==> src/rtl/rdi_pkg.sv <==
// constants, types and state codes for the redriver i2c configuration target
// Function
// [RQ1] high address strap level picks address bits 7..3 from a four-entry table
// [RQ2] low address strap level gives address bits 2..1; bit 0 is direction
// [RQ3] start plus matching address with write direction is acknowledged
// [RQ4] one sub-address byte, msb first, follows and is acknowledged
// [RQ5] every following data byte is stored and acknowledged
// [RQ6] register pointer steps by one after each written data byte
// [RQ7] controller ends every write, even sub-address only, with a stop; the bench uses a repeated start instead for even k
// [RQ8] read address is acknowledged, then register bytes are sent msb first
// [RQ9] read starts at 00h, last read plus one, or last written sub-address
// [RQ10] after each sent byte wait for ack or nack; ack sends next byte
// [RQ11] nack releases data line and stays quiet until next start
// [RQ12] successive read bytes come from successive register offsets
// [RQ13] a sub-address only write sets the pointer for the next read
// [RQ14] set and clear fields change only bits written with one
// [RQ15] update fields may be changed by hardware on its own
// [RQ16] general control resets to 01h; bits 7..5 and 3 read zero
// [RQ17] bit 4 chooses strap or register equalization source
// [RQ18] bit 2 is the read-write orientation flip bit, reset zero
// [RQ19] bits 1:0 path control: 00 all off, 01 usb path on
// [RQ20] path 00 powers down; path 01 routes unflipped or flipped by flip bit
package rdi_pkg;
   localparam int DATA_W = 8;
   localparam int LVL_W = 2;
   localparam int CNT_W = 4;
   localparam logic [CNT_W-1:0] BYTE_BITS = 4'h8;
   // four-level strap codes
   localparam logic [LVL_W-1:0] LVL_0 = 2'h0;
   localparam logic [LVL_W-1:0] LVL_R = 2'h1;
   localparam logic [LVL_W-1:0] LVL_F = 2'h2;
   localparam logic [LVL_W-1:0] LVL_1 = 2'h3;
   // address bits 7..3 per high strap level
   localparam logic [4:0] ADDR_HI_L0 = 5'h11;
   localparam logic [4:0] ADDR_HI_LR = 5'h08;
   localparam logic [4:0] ADDR_HI_LF = 5'h04;
   localparam logic [4:0] ADDR_HI_L1 = 5'h03;
   localparam logic [1:0] STRAP_SETTLE = 2'h3;
   // general control register
   localparam logic [DATA_W-1:0] GC_OFFSET = 8'h0a;
   localparam logic [DATA_W-1:0] GC_RESET = 8'h01;
   localparam logic [DATA_W-1:0] GC_RW_MASK = 8'h17;
   localparam logic [DATA_W-1:0] GC_W1S_MASK = 8'h00;
   localparam logic [DATA_W-1:0] GC_W1C_MASK = 8'h00;
   localparam logic [DATA_W-1:0] GC_UPD_MASK = 8'h00;
   localparam logic [DATA_W-1:0] PTR_RESET = 8'h00;
   localparam int EQSRC_BIT = 4;
   localparam int FLIP_BIT = 2;
   localparam int PATH_LSB = 0;
   localparam int PATH_MSB = 1;
   localparam logic [1:0] PATH_OFF = 2'h0;
   localparam logic [1:0] PATH_USB = 2'h1;
   typedef enum logic [8:0] {
      S_IDLE = 9'h001,
      S_ADDR = 9'h002,
      S_ADDR_ACK = 9'h004,
      S_SUB = 9'h008,
      S_SUB_ACK = 9'h010,
      S_WDATA = 9'h020,
      S_WDATA_ACK = 9'h040,
      S_RDATA = 9'h080,
      S_RACK = 9'h100
   } rdi_state_t;
endpackage

==> src/rtl/rdi_sync.sv <==
// two flip-flop synchroniser for pin inputs
`timescale 1ns/10ps
module rdi_sync #(
   parameter int W = 1
) (
   input wire logic i_clk,
   input wire logic i_rst_n,
   input wire logic [W-1:0] i_d,
   output logic [W-1:0] o_q
);
   typedef struct packed {
      logic [W-1:0] s2;
      logic [W-1:0] s1;
   } rdi_sync_st_t;
   rdi_sync_st_t r, n;
   if (W < 1) begin : g_chk
      $error("rdi_sync: W must be at least 1");
   end
   always_comb begin
      n.s1 = i_d;
      n.s2 = r.s1;
   end
   always_ff @(posedge i_clk or negedge i_rst_n) begin
      if (!i_rst_n) begin
         r <= '0;
      end else begin
         r <= n;
      end
   end
   assign o_q = r.s2;
endmodule // rdi_sync

==> src/rtl/rdi_regfile.sv <==
// general control register with per-bit access kinds
`timescale 1ns/10ps
module rdi_regfile (
   input wire logic i_clk,
   input wire logic i_rst_n,
   input wire logic i_wr_en,
   input wire logic [rdi_pkg::DATA_W-1:0] i_wr_addr,
   input wire logic [rdi_pkg::DATA_W-1:0] i_wr_data,
   input wire logic [rdi_pkg::DATA_W-1:0] i_rd_addr,
   input wire logic i_upd_en,
   input wire logic [rdi_pkg::DATA_W-1:0] i_upd_data,
   output logic [rdi_pkg::DATA_W-1:0] o_rd_data,
   output logic [rdi_pkg::DATA_W-1:0] o_gc
);
   import rdi_pkg::*;
   typedef struct packed {
      logic [DATA_W-1:0] gc;
   } rdi_rf_st_t;
   rdi_rf_st_t r, n;
   logic hit;
   logic [DATA_W-1:0] bit_nxt;
   assign hit = i_wr_en && (i_wr_addr == GC_OFFSET);
   for (genvar b = 0; b < DATA_W; b++) begin : g_bit
      always_comb begin
         bit_nxt[b] = r.gc[b];
         if (hit && GC_RW_MASK[b]) begin
            bit_nxt[b] = i_wr_data[b];
         end
         if (hit && GC_W1C_MASK[b] && i_wr_data[b]) begin
            bit_nxt[b] = 1'b0; // RQ14
         end
         if (hit && GC_W1S_MASK[b] && i_wr_data[b]) begin
            bit_nxt[b] = 1'b1; // RQ14
         end
         // hardware update wins over a software write in the same cycle
         if (i_upd_en && GC_UPD_MASK[b]) begin
            bit_nxt[b] = i_upd_data[b]; // RQ15
         end
      end
   end
   always_comb begin
      n.gc = bit_nxt;
   end
   always_ff @(posedge i_clk or negedge i_rst_n) begin
      if (!i_rst_n) begin
         r.gc <= GC_RESET; // RQ16
      end else begin
         r <= n;
      end
   end
   // reserved bits never leave zero; unmapped offsets read zero
   assign o_rd_data = (i_rd_addr == GC_OFFSET) ? r.gc : '0; // RQ16
   assign o_gc = r.gc;
endmodule // rdi_regfile

==> src/rtl/rdi_i2c_target.sv <==
// i2c configuration target of the redriver switch
`timescale 1ns/10ps
module rdi_i2c_target (
   input wire logic i_clk,
   input wire logic i_rst_n,
   input wire logic i_scl,
   input wire logic i_sda,
   input wire logic [rdi_pkg::LVL_W-1:0] i_addr_strap_high,
   input wire logic [rdi_pkg::LVL_W-1:0] i_addr_strap_low,
   input wire logic i_hw_upd_valid,
   input wire logic [rdi_pkg::DATA_W-1:0] i_hw_upd_data,
   output logic o_sda_o,
   output logic o_sda_oe,
   output logic o_eq_source_select,
   output logic o_orientation_flip_bit,
   output logic [1:0] o_path_control_field,
   output logic o_usb_enable,
   output logic o_power_down,
   output logic o_flipped
);
   import rdi_pkg::*;

   // ==========================================================
   // state
   typedef struct packed {
      rdi_state_t st;
      logic scl_d;
      logic sda_d;
      logic [CNT_W-1:0] cnt;
      logic [DATA_W-1:0] sh;
      logic [DATA_W-1:0] ptr;
      logic rw;
      logic [1:0] strap_age;
      logic strap_done;
      logic [6:0] my_addr;
      logic sda_oe;
      logic sda_o;
      logic eq_src;
      logic flip;
      logic [1:0] path;
      logic usb_en;
      logic pd;
      logic flipped;
   } rdi_st_t;
   localparam rdi_st_t RST = '{
      st: S_IDLE, scl_d: 1'b1, sda_d: 1'b1, cnt: '0, sh: '0, ptr: PTR_RESET,
      rw: 1'b0, strap_age: '0, strap_done: 1'b0, my_addr: '0, sda_oe: 1'b0,
      sda_o: 1'b0, eq_src: GC_RESET[EQSRC_BIT], flip: GC_RESET[FLIP_BIT],
      path: GC_RESET[PATH_MSB:PATH_LSB], usb_en: 1'b1, pd: 1'b0, flipped: 1'b0};
   rdi_st_t r, n;

   // ==========================================================
   // pin synchronisers and register file
   logic scl;
   logic sda;
   logic [LVL_W-1:0] strap_hi;
   logic [LVL_W-1:0] strap_lo;
   logic wr_en;
   logic [DATA_W-1:0] rd_data;
   logic [DATA_W-1:0] gc;

   rdi_sync #(.W(2 + 2 * LVL_W)) u_sync (
      .i_clk(i_clk),
      .i_rst_n(i_rst_n),
      .i_d({i_scl, i_sda, i_addr_strap_high, i_addr_strap_low}),
      .o_q({scl, sda, strap_hi, strap_lo})
   );

   rdi_regfile u_regs (
      .i_clk(i_clk),
      .i_rst_n(i_rst_n),
      .i_wr_en(wr_en),
      .i_wr_addr(r.ptr),
      .i_wr_data(r.sh),
      .i_rd_addr(r.ptr),
      .i_upd_en(i_hw_upd_valid),
      .i_upd_data(i_hw_upd_data),
      .o_rd_data(rd_data),
      .o_gc(gc)
   );

   // ==========================================================
   // bus events
   logic scl_rise;
   logic scl_fall;
   logic start_c;
   logic stop_c;
   logic byte_done;
   // edges count only once the synchronisers hold real pin levels
   assign scl_rise = r.strap_done && scl && !r.scl_d;
   assign scl_fall = r.strap_done && !scl && r.scl_d;
   assign start_c = r.strap_done && scl && r.scl_d && r.sda_d && !sda;
   assign stop_c = r.strap_done && scl && r.scl_d && !r.sda_d && sda;
   assign byte_done = scl_fall && (r.cnt == BYTE_BITS);

   function automatic logic [4:0] hi_bits(input logic [LVL_W-1:0] lvl);
      logic [4:0] v;
      v = ADDR_HI_L1;
      unique case (lvl)
         LVL_0: v = ADDR_HI_L0;
         LVL_R: v = ADDR_HI_LR;
         LVL_F: v = ADDR_HI_LF;
         LVL_1: v = ADDR_HI_L1;
      endcase
      return v;
   endfunction

   // ==========================================================
   // next state
   always_comb begin
      n = r;
      wr_en = 1'b0;
      n.scl_d = scl;
      n.sda_d = sda;
      // straps settle through the synchroniser, then are caught once
      if (!r.strap_done) begin
         if (r.strap_age == STRAP_SETTLE) begin
            n.strap_done = 1'b1;
            n.my_addr = {hi_bits(strap_hi), strap_lo}; // RQ1 RQ2
         end else begin
            n.strap_age = r.strap_age + 2'h1;
         end
      end
      unique case (r.st)
         S_IDLE: begin
         end
         S_ADDR, S_SUB, S_WDATA: begin
            if (scl_rise) begin
               n.sh = {r.sh[DATA_W-2:0], sda};
               n.cnt = r.cnt + 4'h1;
            end else if (byte_done) begin
               n.cnt = '0;
               if (r.st == S_ADDR) begin
                  if (r.strap_done && (r.sh[DATA_W-1:1] == r.my_addr)) begin
                     n.rw = r.sh[0];
                     n.sda_oe = 1'b1; // RQ3 RQ8
                     n.st = S_ADDR_ACK;
                  end else begin
                     n.st = S_IDLE;
                  end
               end else if (r.st == S_SUB) begin
                  n.ptr = r.sh; // RQ4 RQ13
                  n.sda_oe = 1'b1; // RQ4
                  n.st = S_SUB_ACK;
               end else begin
                  wr_en = 1'b1; // RQ5
                  n.ptr = r.ptr + 8'h01; // RQ6
                  n.sda_oe = 1'b1; // RQ5
                  n.st = S_WDATA_ACK;
               end
            end
         end
         S_ADDR_ACK: begin
            if (scl_fall) begin
               n.sda_oe = 1'b0;
               if (r.rw) begin
                  // pointer holds 00h, last read plus one, written sub-address or last written data offset plus one
                  n.sh = rd_data; // RQ9 RQ8
                  n.sda_oe = !rd_data[DATA_W-1]; // RQ8
                  n.ptr = r.ptr + 8'h01; // RQ12
                  n.st = S_RDATA;
               end else begin
                  n.st = S_SUB;
               end
            end
         end
         S_SUB_ACK, S_WDATA_ACK: begin
            if (scl_fall) begin
               n.sda_oe = 1'b0;
               n.st = S_WDATA;
            end
         end
         S_RDATA: begin
            if (scl_rise) begin
               n.cnt = r.cnt + 4'h1;
            end else if (byte_done) begin
               n.sda_oe = 1'b0; // RQ10
               n.cnt = '0;
               n.st = S_RACK;
            end else if (scl_fall) begin
               n.sh = {r.sh[DATA_W-2:0], 1'b0};
               n.sda_oe = !r.sh[DATA_W-2];
            end
         end
         S_RACK: begin
            if (scl_rise && sda) begin
               n.st = S_IDLE; // RQ11
            end else if (scl_fall) begin
               n.sh = rd_data; // RQ10 RQ12
               n.sda_oe = !rd_data[DATA_W-1];
               n.ptr = r.ptr + 8'h01; // RQ12
               n.st = S_RDATA;
            end
         end
      endcase
      if (start_c) begin
         n.st = S_ADDR;
         n.cnt = '0;
         n.sda_oe = 1'b0;
      end else if (stop_c) begin
         n.st = S_IDLE;
         n.sda_oe = 1'b0;
      end
      n.sda_o = 1'b0;
      // control outputs follow the general control register
      n.eq_src = gc[EQSRC_BIT]; // RQ17
      n.flip = gc[FLIP_BIT]; // RQ18
      n.path = gc[PATH_MSB:PATH_LSB]; // RQ19
      n.usb_en = (gc[PATH_MSB:PATH_LSB] == PATH_USB); // RQ19
      n.pd = (gc[PATH_MSB:PATH_LSB] != PATH_USB); // RQ20
      n.flipped = (gc[PATH_MSB:PATH_LSB] == PATH_USB) && gc[FLIP_BIT]; // RQ20
   end

   always_ff @(posedge i_clk or negedge i_rst_n) begin
      if (!i_rst_n) begin
         r <= RST;
      end else begin
         r <= n;
      end
   end

   assign o_sda_o = r.sda_o;
   assign o_sda_oe = r.sda_oe;
   assign o_eq_source_select = r.eq_src;
   assign o_orientation_flip_bit = r.flip;
   assign o_path_control_field = r.path;
   assign o_usb_enable = r.usb_en;
   assign o_power_down = r.pd;
   assign o_flipped = r.flipped;
endmodule // rdi_i2c_target

==> config.mk <==
export PLATFORM = sky130hd
export DESIGN_NAME = rdi_i2c_target
export DESIGN_NICKNAME = d
export VERILOG_FILES = /design/src/rtl/rdi_pkg.sv /design/src/rtl/rdi_sync.sv /design/src/rtl/rdi_regfile.sv /design/src/rtl/rdi_i2c_target.sv
export SDC_FILE = /design/constraint.sdc
export NUM_CORES = 1
export LEC_CHECK = 0
export BUFFER_PORTS_ARGS = -buffer_cell sky130_fd_sc_hd__buf_2
export CORE_MARGIN = 4
export CORE_UTILIZATION = 64
export CTS_CLUSTER_DIAMETER = 80
export DETAILED_ROUTE_END_ITERATION = 8
export GPL_TIMING_DRIVEN = 0
export PLACE_DENSITY = 0.95
export SLEW_MARGIN = 40
export SYNTH_ARGS = -nofsm -noshare
export SYNTH_HDL_FRONTEND = slang
export SYNTH_HIERARCHICAL = 1
export SYNTH_SLANG_ARGS = --single-unit
==> constraint.sdc <==
create_clock -name i_clk -period 7 [get_ports i_clk]
set_input_delay 0.7 -clock i_clk [delete_from_list [all_inputs] [get_ports i_clk]]
set_output_delay 0.7 -clock i_clk [all_outputs]
set_load 0.01 [all_outputs]
==> results.json <==
{
  "status": "finished, final reports clean",
  "cts_tree": "yes",
  "powerDensity_nw_per_um2": 331,
  "grt_max_degree": 67,
  "cts_resized": 0,
  "area_growth_pct": 12.0,
  "required_ns": 7.26,
  "path_class": "reg -> reg",
  "cts_max_path_buffers": 2,
  "clock.fmax_ghz": 0.340,
  "tightest_slew_ns": 0.787,
  "netlist_area_um2": 3420,
  "netlist_instances": 315,
  "clk_pin_slew_ns": 0.07,
  "dieArea_um2": 6570,
  "post-route-util_pct": 74.5,
  "holdWs_ns": 0.328,
  "endpoint_kind": "flop",
  "cts_htree_levels": 3,
  "grt_util_met3_pct": 6.54,
  "drive_gt1_share_pct": 25.5,
  "gp_congestion": 0.881,
  "min_period_ns": 2.94,
  "fin_cells": 419,
  "setup_viol": 0,
  "post_cts_buffers": 0,
  "path_max_fanout": 10,
  "drv_slew": 0,
  "cts_num_sinks": 66,
  "r2r-start": "r[44]",
  "first_iter_violations": 244,
  "rows": 26,
  "drc_errors": 0,
  "rr_worst_depth": 8,
  "ios": 26,
  "met1_usage_pct": 34.6,
  "grt_pass1_vias": 2636,
  "grt_antenna_before_repair": 0,
  "grt_overflow": 0,
  "finalSetupTns_ns": 0,
  "ys_warn_count": 6,
  "fin_crit_sh_pct": 42.0,
  "die_h_um": 81.1,
  "layout_common_cells": "dfrtp_1, mux2_2, o21ai_0",
  "power.leakage_nw": 1.77,
  "start_util_pct": 66.5,
  "maxSlewHeadroom_pct": 47.0,
  "grt_most_used_layer": "met2",
  "core_um2": 5140,
  "hold_path.class": "in -> async",
  "wire_per_inst_um": 17.6,
  "cp_data_arrival_time_ns": 3.20,
  "start_kind": "flop",
  "drv_cap": 0,
  "dp_hpwl_mm": 4.94,
  "irDropWorstVdd_mv": 0.201,
  "cts_buffers": 9,
  "io_buffer_count": 15,
  "avgSynthCellArea_um2": 10.9,
  "clock-root-buffer": "clkbuf_8",
  "dp.cells": 403,
  "grt.total_usage_pct": 26.3,
  "num_antenna_cells": 0,
  "rsz0062_at_grt": "no",
  "grt_pass1_wl_mm": 13.0,
  "die_x_um": 81.1,
  "via_per_inst": 6.25,
  "placed_area_um2": 3590,
  "cts_hold_buf": 0,
  "insertion_delay_ns": 0.35,
  "grtUsageMet2_pct": 42.6,
  "fin_nets": 369,
  "drtAntennaViolNets": 0,
  "post-route-cell-area_um2": 3830,
  "hold_viol": 0,
  "r2r_end": "r[25]",
  "firstDrtPassIters": 6,
  "final_common_cell": "dfrtp_1",
  "reg2reg_slack_ns": 4.06,
  "via_count": 2619,
  "finalWirelength_mm": 7.39,
  "skew_ns": 0.00944
}
## metal layers
layer  routed length (µm)  vias to the layer above
met5                    0                        -
met4                  101                        0
met3                  498                       14
met2                 3710                      122
met1                 3090                     1291
li1                     -                     1192
## stage by stage
step	power (mW)	setup WS (ns)
after floorplan	0.790	4.56
after global placement	0.879	4.24
after detailed placement	0.894	4.18
after CTS	1.26	4.13
after global routing	1.34	3.90
final	1.27	4.06
## worst max-delay path: stages, from the launching register on
cell,delay (ns)
dfrtp_1,0.37
clkbuf_1,0.24
or4_1,0.57
nor4_1,0.68
a31oi_1,0.09
nand3_1,0.27
clkbuf_1,0.38
o21ai_0,0.17
o31ai_1,0.08
## power by group
group | leakage [nW] | switching (mW) | total, mW | internal (mW)
Combinational | 0.819 | 0.241 | 0.420 | 0.180
Sequential | 0.831 | 0.0526 | 0.481 | 0.429
Clock | 0.117 | 0.154 | 0.366 | 0.211
## flip-flops by register name (all words and copies together), names as in the netlist
register,count
r,42
u_sync/n,6
u_sync/o_q,6
u_regs/o_gc,4
o_path_control_field,2
o_eq_source_select,1
o_flipped,1
o_orientation_flip_bit,1
o_power_down,1
o_sda_oe,1
o_usb_enable,1
## cell type report
class | instances | area, µm²
buffer | 18 | 93.8
clock buffer | 10 | 138
clock inverter | 6 | 87.6
fill | 365 | 1310
inverter | 9 | 33.8
multi-input combinational | 225 | 1650
sequential | 66 | 1660
tap | 70 | 87.6
timing repair buffer | 15 | 81.3
## worst max-delay path by stage
stage / depth (start not counted) / slack, ns / startpoint / to
CTS: 8 / 4.13 / r[42] / r[25]
global placement: 6 / 4.24 / r[42] / o_sda_oe
finish: 8 / 4.06 / r[44] / r[25]
floorplan: 5 / 4.56 / r[45] / r[30]
global route: 8 / 3.90 / r[42] / r[25]
detailed placement: 6 / 4.18 / r[44] / o_sda_oe
(Power assumes the default switching activity.)
